<file path="src/logic/ipcb_pkg.sv">
// Package: register map, field layout and reset values of the priority bank
package ipcb_pkg;
   localparam int ADDR_W = 4;
   localparam int DATA_W = 16;
   localparam int PRIO_W = 3;
   localparam int NUM_REGS = 5;
   localparam int NUM_SRC = 18;
   // Register indices (word offsets)
   localparam logic [3:0] REG_PRIO0 = 4'h0;
   localparam logic [3:0] REG_PRIO1 = 4'h1;
   localparam logic [3:0] REG_PRIO2 = 4'h2;
   localparam logic [3:0] REG_PRIO3 = 4'h3;
   localparam logic [3:0] REG_PRIO4 = 4'h4;
   // Field low-bit positions
   localparam int FLD_HI = 12;
   localparam int FLD_MH = 8;
   localparam int FLD_ML = 4;
   localparam int FLD_LO = 0;
   // Level encoding
   localparam logic [2:0] PRIO_OFF = 3'h0;
   localparam logic [2:0] PRIO_MIN = 3'h1;
   localparam logic [2:0] PRIO_MAX = 3'h7;
   localparam logic [2:0] PRIO_RESET = 3'h4;
   // Implemented-bit masks per register
   localparam logic [15:0] MASK_FULL = 16'h7777;
   localparam logic [15:0] MASK_PRIO3 = 16'h0777;
   localparam logic [15:0] MASK_PRIO4 = 16'h7077;
   // Reset values (each field 100b)
   localparam logic [15:0] RST_FULL = 16'h4444;
   localparam logic [15:0] RST_PRIO3 = 16'h0444;
   localparam logic [15:0] RST_PRIO4 = 16'h4044;
endpackage

</file>
<file path="src/logic/ipcb_gate.sv">
// Request gate: blocks a source whose priority is zero
`timescale 1ns/1ps
`default_nettype none
module ipcb_gate #(
   parameter int N = 18
) (
   input wire logic [N-1:0] flag_in,
   input wire logic [3*N-1:0] prio_in,
   output logic [N-1:0] req_out
);
   always_comb begin
      for (int i = 0; i < N; i++) begin
         req_out[i] = flag_in[i] && (prio_in[3*i +: 3] != ipcb_pkg::PRIO_OFF);
      end
   end
endmodule
`default_nettype wire

</file>
<file path="src/logic/ipcb_bank.sv">
// Interrupt priority bank: five priority registers, field outputs and request gating
// Contract
// - Three-bit field value is the priority level, 1 lowest through 7 highest.
// - A zero field disables its source; no request regardless of flag.
// - Bits outside priority fields read zero and ignore writes.
// - Register 0: timer1 14-12, outcmp1 10-8, incap1 6-4, ext irq0 2-0.
// - Register 2: uart1 rx, spi1 event, spi1 error, timer3 from top down.
// - Register 3: bits 15-11 unused; dma1 10-8, adc1 6-4, uart1 tx 2-0.
`timescale 1ns/1ps
`default_nettype none
module ipcb_bank (
   input wire logic clock_in,
   input wire logic rst_in,
   input wire logic [ipcb_pkg::ADDR_W-1:0] addr_in,
   input wire logic [ipcb_pkg::DATA_W-1:0] wdata_in,
   input wire logic wr_in,
   input wire logic rd_in,
   output logic [ipcb_pkg::DATA_W-1:0] rdata_out,
   input wire logic [ipcb_pkg::NUM_SRC-1:0] flag_in,
   output logic [ipcb_pkg::NUM_SRC-1:0] req_out,
   output logic [2:0] timer1_prio_out,
   output logic [2:0] outcmp1_prio_out,
   output logic [2:0] incap1_prio_out,
   output logic [2:0] ext_irq0_prio_out,
   output logic [2:0] timer2_prio_out,
   output logic [2:0] outcmp2_prio_out,
   output logic [2:0] incap2_prio_out,
   output logic [2:0] dmach0_done_prio_out,
   output logic [2:0] uart1_rx_prio_out,
   output logic [2:0] spi1_event_prio_out,
   output logic [2:0] spi1_error_prio_out,
   output logic [2:0] timer3_prio_out,
   output logic [2:0] dmach1_done_prio_out,
   output logic [2:0] adc1_done_prio_out,
   output logic [2:0] uart1_tx_prio_out,
   output logic [2:0] change_notify_prio_out,
   output logic [2:0] i2c1_master_prio_out,
   output logic [2:0] i2c1_slave_prio_out
);
   logic [15:0] prio0_q;
   logic [15:0] prio1_q;
   logic [15:0] prio2_q;
   logic [15:0] prio3_q;
   logic [15:0] prio4_q;
   logic [15:0] rdata_q;
   logic [3*ipcb_pkg::NUM_SRC-1:0] prio_vec;

   // Implemented-bit mask of a register index; unmapped indices have none
   function automatic logic [15:0] reg_mask(input logic [3:0] idx);
      unique case (idx)
         ipcb_pkg::REG_PRIO0, ipcb_pkg::REG_PRIO1, ipcb_pkg::REG_PRIO2: reg_mask = ipcb_pkg::MASK_FULL;
         ipcb_pkg::REG_PRIO3: reg_mask = ipcb_pkg::MASK_PRIO3;
         ipcb_pkg::REG_PRIO4: reg_mask = ipcb_pkg::MASK_PRIO4;
         default: reg_mask = 16'h0000;
      endcase
   endfunction

   function automatic logic hit(input logic [3:0] idx);
      hit = wr_in && (addr_in == idx);
   endfunction

   always_ff @(posedge clock_in or posedge rst_in) begin
      if (rst_in) begin
         prio0_q <= ipcb_pkg::RST_FULL;
      end else if (hit(ipcb_pkg::REG_PRIO0)) begin
         prio0_q <= wdata_in & ipcb_pkg::MASK_FULL;
      end
   end

   always_ff @(posedge clock_in or posedge rst_in) begin
      if (rst_in) begin
         prio1_q <= ipcb_pkg::RST_FULL;
      end else if (hit(ipcb_pkg::REG_PRIO1)) begin
         prio1_q <= wdata_in & ipcb_pkg::MASK_FULL;
      end
   end

   always_ff @(posedge clock_in or posedge rst_in) begin
      if (rst_in) begin
         prio2_q <= ipcb_pkg::RST_FULL;
      end else if (hit(ipcb_pkg::REG_PRIO2)) begin
         prio2_q <= wdata_in & ipcb_pkg::MASK_FULL;
      end
   end

   always_ff @(posedge clock_in or posedge rst_in) begin
      if (rst_in) begin
         prio3_q <= ipcb_pkg::RST_PRIO3;
      end else if (hit(ipcb_pkg::REG_PRIO3)) begin
         prio3_q <= wdata_in & ipcb_pkg::MASK_PRIO3;
      end
   end

   always_ff @(posedge clock_in or posedge rst_in) begin
      if (rst_in) begin
         prio4_q <= ipcb_pkg::RST_PRIO4;
      end else if (hit(ipcb_pkg::REG_PRIO4)) begin
         prio4_q <= wdata_in & ipcb_pkg::MASK_PRIO4;
      end
   end

   // Read data valid only in the cycle after the strobe; zero otherwise
   always_ff @(posedge clock_in or posedge rst_in) begin
      if (rst_in) begin
         rdata_q <= 16'h0000;
      end else if (rd_in) begin
         unique case (addr_in)
            ipcb_pkg::REG_PRIO0: rdata_q <= prio0_q;
            ipcb_pkg::REG_PRIO1: rdata_q <= prio1_q;
            ipcb_pkg::REG_PRIO2: rdata_q <= prio2_q;
            ipcb_pkg::REG_PRIO3: rdata_q <= prio3_q;
            ipcb_pkg::REG_PRIO4: rdata_q <= prio4_q;
            default: rdata_q <= 16'h0000;
         endcase
      end else begin
         rdata_q <= 16'h0000;
      end
   end
   assign rdata_out = rdata_q;

   // Field placement; level is the plain binary value of each field
   assign timer1_prio_out = prio0_q[ipcb_pkg::FLD_HI +: 3];
   assign outcmp1_prio_out = prio0_q[ipcb_pkg::FLD_MH +: 3];
   assign incap1_prio_out = prio0_q[ipcb_pkg::FLD_ML +: 3];
   assign ext_irq0_prio_out = prio0_q[ipcb_pkg::FLD_LO +: 3];
   assign timer2_prio_out = prio1_q[ipcb_pkg::FLD_HI +: 3];
   assign outcmp2_prio_out = prio1_q[ipcb_pkg::FLD_MH +: 3];
   assign incap2_prio_out = prio1_q[ipcb_pkg::FLD_ML +: 3];
   assign dmach0_done_prio_out = prio1_q[ipcb_pkg::FLD_LO +: 3];
   assign uart1_rx_prio_out = prio2_q[ipcb_pkg::FLD_HI +: 3];
   assign spi1_event_prio_out = prio2_q[ipcb_pkg::FLD_MH +: 3];
   assign spi1_error_prio_out = prio2_q[ipcb_pkg::FLD_ML +: 3];
   assign timer3_prio_out = prio2_q[ipcb_pkg::FLD_LO +: 3];
   assign dmach1_done_prio_out = prio3_q[ipcb_pkg::FLD_MH +: 3];
   assign adc1_done_prio_out = prio3_q[ipcb_pkg::FLD_ML +: 3];
   assign uart1_tx_prio_out = prio3_q[ipcb_pkg::FLD_LO +: 3];
   assign change_notify_prio_out = prio4_q[ipcb_pkg::FLD_HI +: 3];
   assign i2c1_master_prio_out = prio4_q[ipcb_pkg::FLD_ML +: 3];
   assign i2c1_slave_prio_out = prio4_q[ipcb_pkg::FLD_LO +: 3];

   // Source order for request bits 0..17 follows the output list above
   assign prio_vec = {i2c1_slave_prio_out, i2c1_master_prio_out, change_notify_prio_out,
      uart1_tx_prio_out, adc1_done_prio_out, dmach1_done_prio_out,
      timer3_prio_out, spi1_error_prio_out, spi1_event_prio_out, uart1_rx_prio_out,
      dmach0_done_prio_out, incap2_prio_out, outcmp2_prio_out, timer2_prio_out,
      ext_irq0_prio_out, incap1_prio_out, outcmp1_prio_out, timer1_prio_out};

   ipcb_gate #(.N(ipcb_pkg::NUM_SRC)) u_gate (
      .flag_in(flag_in),
      .prio_in(prio_vec),
      .req_out(req_out)
   );

   // Nonzero level per source, in request-bit order; built apart from the gate so a broken compare shows
   logic [ipcb_pkg::NUM_SRC-1:0] level_on;
   assign level_on = {|i2c1_slave_prio_out, |i2c1_master_prio_out, |change_notify_prio_out,
      |uart1_tx_prio_out, |adc1_done_prio_out, |dmach1_done_prio_out,
      |timer3_prio_out, |spi1_error_prio_out, |spi1_event_prio_out, |uart1_rx_prio_out,
      |dmach0_done_prio_out, |incap2_prio_out, |outcmp2_prio_out, |timer2_prio_out,
      |ext_irq0_prio_out, |incap1_prio_out, |outcmp1_prio_out, |timer1_prio_out};

   // Request gating
   a_disabled_no_req: assert property (@(posedge clock_in) disable iff (rst_in)
      (timer1_prio_out == ipcb_pkg::PRIO_OFF) |-> !req_out[0])
      else $error("request raised for disabled source");
   a_off_dmach0: assert property (@(posedge clock_in) disable iff (rst_in)
      (dmach0_done_prio_out == ipcb_pkg::PRIO_OFF) |-> !req_out[7])
      else $error("request raised for disabled dma channel 0");
   a_off_timer3: assert property (@(posedge clock_in) disable iff (rst_in)
      (timer3_prio_out == ipcb_pkg::PRIO_OFF) |-> !req_out[11])
      else $error("request raised for disabled timer 3");
   a_off_uart1_tx: assert property (@(posedge clock_in) disable iff (rst_in)
      (uart1_tx_prio_out == ipcb_pkg::PRIO_OFF) |-> !req_out[14])
      else $error("request raised for disabled uart transmit");
   a_off_i2c1_slave: assert property (@(posedge clock_in) disable iff (rst_in)
      (i2c1_slave_prio_out == ipcb_pkg::PRIO_OFF) |-> !req_out[17])
      else $error("request raised for disabled i2c slave");
   a_enabled_req_follows: assert property (@(posedge clock_in) disable iff (rst_in)
      (flag_in[17] && i2c1_slave_prio_out != ipcb_pkg::PRIO_OFF) |-> req_out[17])
      else $error("enabled flagged source not requested");
   a_req_needs_flag: assert property (@(posedge clock_in) disable iff (rst_in)
      ((req_out & ~flag_in) == 18'h00000))
      else $error("request raised without its flag");
   a_req_match: assert property (@(posedge clock_in) disable iff (rst_in)
      (req_out == (flag_in & level_on)))
      else $error("request vector differs from flags and levels");

   // Reset defaults; checked at the first edge that sees reset released
   a_reset_default: assert property (@(posedge clock_in)
      $fell(rst_in) |-> (uart1_rx_prio_out == ipcb_pkg::PRIO_RESET && dmach1_done_prio_out == 3'h4))
      else $error("reset default not four");
   a_reset_prio0: assert property (@(posedge clock_in)
      $fell(rst_in) |-> (prio0_q == ipcb_pkg::RST_FULL))
      else $error("register zero not at reset value");
   a_reset_prio1: assert property (@(posedge clock_in)
      $fell(rst_in) |-> (prio1_q == ipcb_pkg::RST_FULL))
      else $error("register one not at reset value");
   a_reset_prio2: assert property (@(posedge clock_in)
      $fell(rst_in) |-> (prio2_q == ipcb_pkg::RST_FULL))
      else $error("register two not at reset value");
   a_reset_prio3: assert property (@(posedge clock_in)
      $fell(rst_in) |-> (prio3_q == ipcb_pkg::RST_PRIO3))
      else $error("register three not at reset value");
   a_reset_prio4: assert property (@(posedge clock_in)
      $fell(rst_in) |-> (prio4_q == ipcb_pkg::RST_PRIO4))
      else $error("register four not at reset value");

   // Reserved bits never hold a one, whatever software writes
   a_reserved_prio0: assert property (@(posedge clock_in) disable iff (rst_in)
      ((prio0_q & ~ipcb_pkg::MASK_FULL) == 16'h0000))
      else $error("reserved bits set in register zero");
   a_reserved_prio1: assert property (@(posedge clock_in) disable iff (rst_in)
      ((prio1_q & ~ipcb_pkg::MASK_FULL) == 16'h0000))
      else $error("reserved bits set in register one");
   a_reserved_prio2: assert property (@(posedge clock_in) disable iff (rst_in)
      ((prio2_q & ~ipcb_pkg::MASK_FULL) == 16'h0000))
      else $error("reserved bits set in register two");
   a_reserved_prio3: assert property (@(posedge clock_in) disable iff (rst_in)
      ((prio3_q & ~ipcb_pkg::MASK_PRIO3) == 16'h0000))
      else $error("reserved bits set in register three");
   a_reserved_prio4: assert property (@(posedge clock_in) disable iff (rst_in)
      ((prio4_q & ~ipcb_pkg::MASK_PRIO4) == 16'h0000))
      else $error("reserved bits set in register four");

   // Writes and field placement
   a_write_takes: assert property (@(posedge clock_in) disable iff (rst_in)
      (wr_in && addr_in == ipcb_pkg::REG_PRIO0) |=> (timer1_prio_out == $past(wdata_in[14:12])))
      else $error("write did not set priority");
   a_write_readback: assert property (@(posedge clock_in) disable iff (rst_in)
      (wr_in && addr_in == ipcb_pkg::REG_PRIO1) ##1 (rd_in && addr_in == ipcb_pkg::REG_PRIO1 && !wr_in)
      |=> (rdata_out == ($past(wdata_in, 2) & ipcb_pkg::MASK_FULL)))
      else $error("readback mismatch");
   a_place_prio0: assert property (@(posedge clock_in) disable iff (rst_in)
      (wr_in && addr_in == ipcb_pkg::REG_PRIO0) |=> (timer1_prio_out == $past(wdata_in[14:12])
      && outcmp1_prio_out == $past(wdata_in[10:8]) && incap1_prio_out == $past(wdata_in[6:4])
      && ext_irq0_prio_out == $past(wdata_in[2:0])))
      else $error("register zero placement wrong");
   a_place_prio1: assert property (@(posedge clock_in) disable iff (rst_in)
      (wr_in && addr_in == ipcb_pkg::REG_PRIO1) |=> (timer2_prio_out == $past(wdata_in[14:12])
      && outcmp2_prio_out == $past(wdata_in[10:8]) && incap2_prio_out == $past(wdata_in[6:4])
      && dmach0_done_prio_out == $past(wdata_in[2:0])))
      else $error("register one placement wrong");
   a_place_prio2: assert property (@(posedge clock_in) disable iff (rst_in)
      (wr_in && addr_in == ipcb_pkg::REG_PRIO2) |=> (uart1_rx_prio_out == $past(wdata_in[14:12])
      && spi1_event_prio_out == $past(wdata_in[10:8]) && spi1_error_prio_out == $past(wdata_in[6:4])
      && timer3_prio_out == $past(wdata_in[2:0])))
      else $error("field placement wrong");
   a_place_prio3: assert property (@(posedge clock_in) disable iff (rst_in)
      (wr_in && addr_in == ipcb_pkg::REG_PRIO3) |=> (dmach1_done_prio_out == $past(wdata_in[10:8])
      && adc1_done_prio_out == $past(wdata_in[6:4]) && uart1_tx_prio_out == $past(wdata_in[2:0])))
      else $error("register three placement wrong");
   a_place_prio4: assert property (@(posedge clock_in) disable iff (rst_in)
      (wr_in && addr_in == ipcb_pkg::REG_PRIO4) |=> (change_notify_prio_out == $past(wdata_in[14:12])
      && i2c1_master_prio_out == $past(wdata_in[6:4]) && i2c1_slave_prio_out == $past(wdata_in[2:0])))
      else $error("register four placement wrong");

   // A level only moves on a write to its own register
   a_hold_prio0: assert property (@(posedge clock_in) disable iff (rst_in)
      !(wr_in && addr_in == ipcb_pkg::REG_PRIO0) |=> $stable(prio0_q))
      else $error("register zero changed without a write");
   a_hold_prio1: assert property (@(posedge clock_in) disable iff (rst_in)
      !(wr_in && addr_in == ipcb_pkg::REG_PRIO1) |=> $stable(prio1_q))
      else $error("register one changed without a write");
   a_hold_prio2: assert property (@(posedge clock_in) disable iff (rst_in)
      !(wr_in && addr_in == ipcb_pkg::REG_PRIO2) |=> $stable(prio2_q))
      else $error("register two changed without a write");
   a_hold_prio3: assert property (@(posedge clock_in) disable iff (rst_in)
      !(wr_in && addr_in == ipcb_pkg::REG_PRIO3) |=> $stable(prio3_q))
      else $error("register three changed without a write");
   a_hold_prio4: assert property (@(posedge clock_in) disable iff (rst_in)
      !(wr_in && addr_in == ipcb_pkg::REG_PRIO4) |=> $stable(prio4_q))
      else $error("register four changed without a write");

   // Read path: data stand only in the cycle after the strobe
   a_unused_read_zero: assert property (@(posedge clock_in) disable iff (rst_in)
      (rd_in && addr_in == ipcb_pkg::REG_PRIO3) |=> (rdata_out[15:11] == 5'h00))
      else $error("unimplemented bits read nonzero");
   a_read_masked: assert property (@(posedge clock_in) disable iff (rst_in)
      rd_in |=> ((rdata_out & ~reg_mask($past(addr_in))) == 16'h0000))
      else $error("reserved bit read nonzero");
   a_read_prio0: assert property (@(posedge clock_in) disable iff (rst_in)
      (rd_in && addr_in == ipcb_pkg::REG_PRIO0) |=> (rdata_out == $past(prio0_q)))
      else $error("register zero read wrong");
   a_read_prio1: assert property (@(posedge clock_in) disable iff (rst_in)
      (rd_in && addr_in == ipcb_pkg::REG_PRIO1) |=> (rdata_out == $past(prio1_q)))
      else $error("register one read wrong");
   a_read_prio2: assert property (@(posedge clock_in) disable iff (rst_in)
      (rd_in && addr_in == ipcb_pkg::REG_PRIO2) |=> (rdata_out == $past(prio2_q)))
      else $error("register two read wrong");
   a_read_prio3: assert property (@(posedge clock_in) disable iff (rst_in)
      (rd_in && addr_in == ipcb_pkg::REG_PRIO3) |=> (rdata_out == $past(prio3_q)))
      else $error("register three read wrong");
   a_read_prio4: assert property (@(posedge clock_in) disable iff (rst_in)
      (rd_in && addr_in == ipcb_pkg::REG_PRIO4) |=> (rdata_out == $past(prio4_q)))
      else $error("register four read wrong");
   a_read_unmapped: assert property (@(posedge clock_in) disable iff (rst_in)
      (rd_in && addr_in > ipcb_pkg::REG_PRIO4) |=> (rdata_out == 16'h0000))
      else $error("unmapped index read nonzero");
   a_read_idle_zero: assert property (@(posedge clock_in) disable iff (rst_in)
      !rd_in |=> (rdata_out == 16'h0000))
      else $error("read data present without a read");
endmodule
`default_nettype wire

</file>
<file path="config.mk">
export PLATFORM = sky130hd
export DESIGN_NAME = ipcb_bank
export DESIGN_NICKNAME = d
export VERILOG_FILES = /design/src/logic/ipcb_pkg.sv /design/src/logic/ipcb_gate.sv /design/src/logic/ipcb_bank.sv
export SDC_FILE = /design/constraint.sdc
export NUM_CORES = 1
export LEC_CHECK = 0
export BUFFER_PORTS_ARGS = -buffer_cell sky130_fd_sc_hd__clkbuf_2
export CAP_MARGIN = 0
export CORE_MARGIN = 4
export CORE_UTILIZATION = 40
export DETAILED_ROUTE_END_ITERATION = 16
export PLACE_DENSITY_LB_ADDON = 0.12
export SYNTH_ARGS = -nofsm -noshare
export SYNTH_HDL_FRONTEND = slang
export SYNTH_SLANG_ARGS = --single-unit
export TNS_END_PERCENT = 10
</file>
<file path="constraint.sdc">
create_clock -name clock_in -period 3.3 [get_ports clock_in]
set_clock_uncertainty 0.15 [all_clocks]
set_input_delay 0 -clock clock_in [delete_from_list [all_inputs] [get_ports clock_in]]
set_output_delay 0 -clock clock_in [all_outputs]
set_load 0.02 [all_outputs]
</file>
==> results of run 1 <==
final timing paths:
check / startpoint / end / slack [ns] / depth (start not counted)
worst min register to register: prio4_q[6] / rdata_out[6] / 0.41 / 2
worst min-delay path: addr_in[3] / rdata_out[13] / 0.02 / 4
max in group asynchronous: rst_in / prio2_q[14] / 1.90 / 4
worst max-delay path: addr_in[0] / prio4_q[4] / 1.55 / 5
worst max register to register: prio3_q[4] / rdata_out[4] / 1.95 / 3
min in group asynchronous: rst_in / prio0_q[13] / 0.15 / 3
cell families (layout without fill, tap and decap cells):
logic type,count (synthesis),in the layout
and+or+nand+nor,31,31
AOI/OAI and AO/OA,42,42
buffers and inverters,19,155
muxes,72,72
DFF,66,66
other,1,4
timing repair:
action                                 in CTS  in global routing
endpoints found under the hold margin      82                  0
setup endpoints to repair                   0                  0
hold buffers                               13                  0
Yosys cell counts (2+ instances only):
library cell	n	area, sq um
nor2_1	6	22.52
buf_1	2	7.510
dfstp_2	18	473.0
nand3_1	3	15.01
buf_2	5	25.02
dfrtp_1	48	1201
a22oi_1	5	37.54
nor3b_2	2	25.02
a21oi_1	8	40.04
buf_4	5	37.54
o21ai_0	4	20.02
mux2_4	10	150.1
mux2i_1	12	120.1
o22a_1	6	52.55
nor4b_1	2	17.52
o31a_1	18	157.7
and3b_1	6	52.55
nand2_1	2	7.510
clkbuf_1	5	18.77
mux2_2	50	563.0
sequential cells by signal, summed over array words and instances (netlist names):
name / count
prio4_q: 9
rdata_out: 12
prio2_q: 12
prio0_q: 12
prio1_q: 12
prio3_q: 9
worst reg2reg max path: stages, from the launching register on:
cell,delay [ns]
dfrtp_1,0.42
mux2_2,0.29
a222oi_1,0.29
nor2_1,0.07
stage by stage:
| stage | worst slack (ns) | power [mW] | instances | hold WS (ns) | utilization |
|---|---|---|---|---|---|
| final | 1.553 | 2.579 | 472 | 0.02038 | 0.5358 |
| after global routing | 1.438 | 2.722 | 472 | 0.05084 | 0.5358 |
| after CTS | 1.528 | 2.609 | 472 | 0.001702 | 0.5358 |
| after detailed placement | 1.153 | 2.009 | 443 | -0.03100 | 0.4974 |
| after global placement | 1.196 | 1.997 | 443 | -0.02533 | 0.4974 |
| after floorplan | 1.525 | 1.696 | 234 | -0.002269 | - |
power groups by stage:
stage          Combinational [mW]  Sequential, mW  Clock, mW
2_1_floorplan               0.346            1.35          0
3_3_place_gp                0.804            1.19          0
3_5_place_dp                0.813            1.20          0
4_1_cts                     0.828            1.18      0.599
5_1_grt                     0.875            1.21      0.635
6_report                    0.815            1.18      0.584
cell type report:
cell class / instances / share of cell area
Clock buffer: 12 / 0.03524
Clock inverter: 4 / 0.004860
Inverter: 1 / 0.0009113
Multi-Input combinational cell: 149 / 0.3357
Sequential cell: 66 / 0.4064
Tap cell: 102 / 0.03098
Timing Repair Buffer: 138 / 0.1859
routing by layer:
layer | up-vias | track usage | wire length (microns)
li1 | 1128 | - | -
met1 | 1197 | 0.2514 | 3885
met2 | 89 | 0.2781 | 3824
met3 | 9 | 0.03893 | 419
met4 | 0 | 0.05508 | 104
met5 | - | 0 | 0
placed cells by master, fill, tap and decap left out:
| cell type | n |
|---|---|
| and3_1 | 1 |
| a222oi_1 | 1 |
| clkinv_2 | 4 |
| inv_2 | 1 |
| nor3b_1 | 1 |
| nand4_1 | 1 |
| o21ai_0 | 4 |
| dfrtp_1 | 48 |
| or3b_2 | 1 |
| o31a_1 | 18 |
| nand3b_1 | 1 |
| o22a_1 | 6 |
| clkbuf_1 | 2 |
| and3b_1 | 6 |
| nor4b_1 | 2 |
| nor3_1 | 1 |
| mux2_2 | 50 |
| clkbuf_2 | 121 |
| a22oi_1 | 5 |
| mux2_4 | 10 |
| dfstp_2 | 18 |
| or3_1 | 1 |
| a21oi_1 | 8 |
| mux2i_1 | 12 |
| nand3_1 | 3 |
| or3b_4 | 1 |
| buf_4 | 4 |
| dlygate4sd3_1 | 13 |
| nor2_1 | 6 |
| clkbuf_8 | 10 |
| nor4_1 | 1 |
| nand2_1 | 2 |
| conb_1 | 4 |
| or3_4 | 1 |
| nor3b_2 | 2 |
==> out/qor.csv, run 1 <==
metric,value,unit
Clk pwr share,0.226,
Antenna Cells,0,
GP Congestion,0.7890,
RSZ-0062 raised after global routing,no,
fraction of synthesized cell area in xor and xnor cells,0,
vias per cell,5.133,
worst-path cell chain,"clkbuf_2, nor3_1, buf_4, and3_1, mux2_2",
Adder-Cell Fraction of Synth Area,0,
sequential area share after synthesis,0.5316,
Async SR Flop Fraction,1.000,
GRT overflow,0,
Sw Share,0.3593,
vias in the first global route,2508,
Worst path slowest cell,and3_1,
Worst Path Required,3.37,ns
DRT iter0 DRCs,64,
largest family of logic cells by synthesized area,multiplexers,
CP top delay family,simple AND/OR/NAND/NOR gates,
CP max stage delay,0.47,ns
Post-Layout Inst Area,4119,sq um
router iterations before antenna repair,4,
clk slew on worst S/H paths,0.07,ns
CTS tree,built,
Critical Path Fanout Max,30,
post-synthesis cell type count,34,
crit share post-route,0.5295,
mux cell area share after synthesis,0.2646,
Clock Latency Late Sink,0.34,ns
CTS Buf Count,9,
crit path capture type,register,
GRT Overall Usage,0.1791,
H-tree levels,3,
Crit Path Category,in2reg,
Simple-Gate Fraction of Synth Area,0.06873,
Slew headroom,0.4811,
post-synthesis compound-gate area fraction,0.1009,
post-route ant nets,0,
I/O pins,130,
DIE WIDTH,96.73,microns
Worst-Margin Slew,0.7783,ns
fill count,709,
Post-DP Area,3824,sq um
Sw Pwr,0.9268,mW
Peak VDD IR,0.2895,mV
CP Buf/Inv Count,2,
min-delay worst type,in2reg,
Yosys reg bits,66,
highest clock rate,0.5723,GHz
prevailing post-synth register cell,dfrtp_1,
vias,2423,
core area,7687,sq um
Multi-input gate area,1383,sq um
Setup crit start kind,input port,
largest net degree at the start of global routing,35,
mapped cell area,3149,sq um
# clock sinks,66,
register area,1674,sq um
die area,9357,sq um
run status,completed,
max-cap check violation count,0,
DRC,0,
Final TNS setup,0,ns
CTS resizes,0,
first-pass GRT wire length,13.36,mm
Initial Util,0.4097,
CTS root buf,clkbuf_8,
Mean Syn Cell Area,13.63,sq um
number of flops mapped to enable cells by yosys,0,
Combinational Power Share,0.316,
Final nets,407,
Power Internal,1.653,mW
Leakage,2.008,nW
half-perimeter wire length after placement,5.938,mm
Reg power frac,0.457,
Setup Buffers After CTS,0,
Synth Instances,231,
initial antenna violation count,0,
Yosys warnings,0,
Routed WL,8.234,mm
post-DR wirelength/cell,17.44,microns
CP Data Arrival Time,1.81,ns
Cell Rows,32,
share of layout cells above drive strength 1,0.6027,
clock buffer depth,2,
"Hold Vio Cnt, Final",0,
Die H,96.73,microns
area grow syn2layout,30.79,%
PwrDens,626.2,nW/um^2
IO Port Bufs,121,
Pins Over Slew Limit,0,
Tmin final,1.747,ns
Setup Viol. Count Final,0,
Note: power is estimated with default switching activity, not from simulation.
==> run 2: changes to the inputs <==
clock period = 1.7 ns   (was 3.3 ns; I/O delays follow)
==> run 2 against run 1 <==
Via count rose by 2.1%. Sequential cell count did not move. First-iteration DRC count fell by 36%. Critical path depth rose by 1. Global-route usage rose by 0.63 points. Utilization rose by 2.0 points. Final cell count rose by 2.5%. Non-clock buffer count rose by 12. Critical path type unchanged.
==> out/qor.csv, run 2 (synthesis results as in run 1) <==
metric,value,unit
min-delay worst type,in2reg,
CTS tree,built,
Post-DP Area,3928,sq um
worst-path cell chain,"clkbuf_2, dlygate4sd3_1, buf_4, or3_4, o22a_1, a21oi_1",
post-route ant nets,0,
share of layout cells above drive strength 1,0.6178,
Clk pwr share,0.237,
run status,completed,
Reg power frac,0.449,
register area,1674,sq um
I/O pins,130,
Setup Viol. Count Final,0,
Tot Pwr,5.121,mW
final worst slack,0.1321,ns
met2 WL post-DR,4.035,mm
DRT iter0 DRCs,41,
worst hold stages,5,
"most common cell after layout, fill and taps aside",clkbuf_2,
first-pass GRT wire length,14.00,mm
CTS root buf,clkbuf_8,
Final nets,419,
Crit Path Category,in2reg,
Initial Util,0.4097,
DRC,0,
Multi-input gate area,1396,sq um
Worst Path Required,1.81,ns
Clock Latency Late Sink,0.34,ns
Slew headroom,0.6498,
Routed WL,8.481,mm
Cell Rows,32,
Sw Pwr,1.847,mW
met3 wire length,429,microns
post-DR wirelength/cell,17.52,microns
most frequent cells in the layout,"clkbuf_2, mux2_2, dfrtp_1",
Tmin final,1.568,ns
die area,9357,sq um
CP max stage delay,0.55,ns
router iterations before antenna repair,4,
clock buffer depth,2,
area grow syn2layout,35.68,%
Top Layer Used,met4,
Post-Layout Inst Area,4273,sq um
highest clock rate,0.6378,GHz
Sw Share,0.3606,
vias per cell,5.112,
# clock sinks,66,
RSZ-0062 raised after global routing,no,
DIE WIDTH,96.73,microns
WHS,0.04243,ns
Combinational Power Share,0.314,
max-cap check violation count,0,
Pins Over Slew Limit,0,
Antenna Cells,0,
crit path capture type,register,
crit share post-route,0.9223,
GRT overflow,0,
Peak VDD IR,0.5850,mV
R2R cell count,3,
Leakage,2.078,nW
"Hold Vio Cnt, Final",0,
fill count,731,
core area,7687,sq um
PwrDens,1199,nW/um^2
Critical Path Fanout Max,21,
Worst path slowest cell,dlygate4sd3_1,
half-perimeter wire length after placement,6.031,mm
clk slew on worst S/H paths,0.08,ns
initial antenna violation count,0,
pre-CTS setup slack,0.1028,ns
Setup Buffers After CTS,0,
M1 WL,3.931,mm
Final TNS setup,0,ns
CP Data Arrival Time,1.68,ns
vias in the first global route,2656,
flop2flop setup slack,0.40,ns
GP Congestion,0.7476,
Die H,96.73,microns
CTS Buf Count,9,
GRT Overall Usage,0.1855,
Power Internal,3.275,mW
H-tree levels,3,
Setup crit start kind,input port,
largest net degree at the start of global routing,67,
IO Port Bufs,121,
vias,2474,
Worst-Margin Slew,0.5241,ns
## run 2: worst paths after layout
kind	end	startpoint
min reg2reg	rdata_out[6]	prio4_q[6]
min in group asynchronous	rdata_out[12]	rst_in
max reg2reg	rdata_out[4]	prio3_q[4]
min	rdata_out[12]	addr_in[3]
max in group asynchronous	prio0_q[6]	rst_in
max	rdata_out[6]	addr_in[2]
## run 2: layout make-up
class | count | area share
Clock buffer | 12 | 0.03631
Clock inverter | 4 | 0.006149
Inverter | 1 | 0.001757
Multi-Input combinational cell | 149 | 0.3268
Sequential cell | 66 | 0.3918
Tap cell | 102 | 0.02987
Timing Repair Buffer | 150 | 0.2073
## run 2: what timing repair did
action	4_1_cts	5_1_grt
hold buffers	15	0
gates resized for setup	0	3
setup endpoints to repair	0	9
endpoints found under the hold margin	132	0
## run 2: critical path, delay by kind of cell
family / cells / cell delay, ns
compound gates: 2 / 0.38
buf+inv: 3 / 0.85
simple gates: 1 / 0.44
## run 2: metrics by stage
| step | util | std cells |
|---|---|---|
| after floorplan | - | 234 |
| after global placement | 0.5109 | 453 |
| after detailed placement | 0.5109 | 453 |
| after CTS | 0.5540 | 484 |
| after global routing | 0.5558 | 484 |
| final | 0.5558 | 484 |
## run 2: power by group through the flow
stage	clock, mW	combinational [mW]	sequential, mW
after floorplan	0	0.672	2.62
after global placement	0	1.58	2.32
after detailed placement	0	1.60	2.33
after CTS	1.23	1.63	2.30
after global routing	1.31	1.72	2.36
final	1.21	1.61	2.30
## run 2: layer usage
metal	up-vias	track usage
met5	-	0
met4	0	0.05184
met3	7	0.03893
met2	75	0.2978
met1	1236	0.2548
li1	1156	-
==> run 3: changes to the inputs <==
PLACE_DENSITY = 0.68   (was not set)
PLACE_DENSITY_LB_ADDON = not set   (was 0.12)
SLEW_MARGIN = 20   (was not set)
==> run 3 against run 2 <==
Critical path depth down 4. Maximum frequency up 14%. Combinational power about the same. Highest routed layer unchanged.
==> out/qor.csv, run 3 (synthesis results as in run 1) <==
metric,value,unit
vias,2483,
most frequent cells in the layout,"clkbuf_2, mux2_2, dfrtp_1",
final worst slack,0.3298,ns
worst hold stages,4,
Hold Startpoint,addr_in[2],
min-delay worst type,in2reg,
Layout Utilization,0.5531,
Initial Util,0.4097,
share of layout cells above drive strength 1,0.6099,
die area,9357,sq um
area grow syn2layout,35.00,%
GP Congestion,0.7526,
Final TNS setup,0,ns
vias per cell,5.130,
H-tree levels,3,
# placed instances,454,
CP max stage delay,0.43,ns
fill count,693,
Pins Over Slew Limit,0,
Reg power frac,0.443,
post-DR wirelength/cell,17.38,microns
Cell Rows,32,
PwrDens,1220,nW/um^2
crit path capture type,output pin,
CTS Buf Count,9,
Critical Path Fanout Max,4,
router iterations before antenna repair,4,
first-pass GRT wire length,13.57,mm
Setup Buffers After CTS,0,
Clock Latency Late Sink,0.34,ns
Post-Layout Inst Area,4252,sq um
GRT Overall Usage,0.1830,
DRT iter0 DRCs,78,
half-perimeter wire length after placement,6.097,mm
flop2flop setup slack,0.39,ns
CP Data Arrival Time,1.22,ns
Setup Viol. Count Final,0,
CP Buf/Inv Count,1,
core area,7687,sq um
CTS tree,built,
Slew headroom,0.6229,
fin cells,484,
Final nets,419,
crit share post-route,0.8060,
Worst-Margin Slew,0.5640,ns
Combinational Power Share,0.309,
R2R cell count,3,
DRC,0,
IO Port Bufs,121,
Critical path origin,prio4_q[4],
vias in the first global route,2566,
CP top delay family,flip-flops,
initial antenna violation count,0,
register area,1674,sq um
CTS root buf,clkbuf_8,
"Hold Vio Cnt, Final",0,
highest clock rate,0.7298,GHz
# clock sinks,66,
Routed WL,8.411,mm
Worst Path Required,1.55,ns
largest net degree at the start of global routing,67,
Post-DP Area,3923,sq um
RSZ-0062 raised after global routing,no,
post-route ant nets,0,
clk slew on worst S/H paths,0.07,ns
run status,completed,
Tmin final,1.370,ns
max-cap check violation count,0,
"most common cell after layout, fill and taps aside",clkbuf_2,
DIE WIDTH,96.73,microns
Multi-input gate area,1383,sq um
Setup crit start kind,register,
pre-CTS setup slack,0.08515,ns
Crit Path Category,reg2out,
Sw Share,0.3489,
Sw Pwr,1.810,mW
clock buffer depth,2,
GRT overflow,0,
I/O pins,130,
Die H,96.73,microns
reg2reg end,rdata_out[4],
Clk pwr share,0.247,
Peak VDD IR,0.6819,mV
Hold Path Sink,rdata_out[6],
Worst path slowest cell,dfrtp_1,
worst-path cell chain,"o31a_1, clkbuf_2",
r2r startpoint,prio2_q[4],
Power Internal,3.378,mW
Antenna Cells,0,
Leakage,2.076,nW
[run 3: cell types whose count changed in the layout (fill, tap and decap cells not counted), sizes merged]
cell,change
dlygate4sd3,-1
clkinvlp,-1
clkbuf,+1
clkinv,-1
buf,+1
bufinv,+1
[run 3: repair_timing]
item                      CTS  global route
resized for setup           0             0
hold buffers               14             0
hold endpoints to repair  121             0
[run 3: worst max path at each step]
| stage | depth (start not counted) | end | slack (ns) |
|---|---|---|---|
| 2_1_floorplan | 5 | prio4_q[0] | 0.16 |
| 5_1_grt | 2 | req_out[9] | 0.26 |
| 4_1_cts | 2 | req_out[16] | 0.31 |
| 6_report | 2 | req_out[16] | 0.33 |
| 3_3_place_gp | 4 | prio0_q[8] | 0.12 |
| 3_5_place_dp | 4 | prio0_q[8] | 0.09 |
[run 3: area by class of cell]
class | instances | area share
inverter | 1 | 0.001766
multi-input combinational | 149 | 0.3252
sequential | 66 | 0.3938
timing repair buffer | 150 | 0.2048
clock buffer | 13 | 0.03502
clock inverter | 3 | 0.009417
tap | 102 | 0.03002
[run 3: per-stage QoR]
stage / hold WS, ns / total power, mW
after floorplan: -0.01264 / 3.293
after global placement: -0.04179 / 3.885
after detailed placement: -0.04016 / 3.921
after CTS: 0.01219 / 5.237
after global routing: 0.02585 / 5.472
final: 0.02207 / 5.189
[run 3: metal layers]
layer | vias up | GRT usage | wire (microns)
li1 | 1154 | - | -
met1 | 1215 | 0.2560 | 3810
met2 | 105 | 0.2712 | 3866
met3 | 9 | 0.04975 | 643
met4 | 0 | 0.06911 | 90
met5 | - | 0 | 0
[run 3: power by group through the flow]
| stage | sequential (mW) | clock, mW | combinational, mW |
|---|---|---|---|
| final | 2.30 | 1.28 | 1.60 |
| after global routing | 2.36 | 1.39 | 1.72 |
| after CTS | 2.30 | 1.31 | 1.63 |
| after detailed placement | 2.33 | 0 | 1.59 |
| after global placement | 2.32 | 0 | 1.57 |
| after floorplan | 2.62 | 0 | 0.672 |
[run 3: tightest hold or removal path, delay by kind of cell]
family | cells | cell delay (ns)
AO/OA/AOI/OAI | 1 | 0.07
AND/OR/NAND/NOR | 1 | 0.10
buffers and inverters | 2 | 0.30
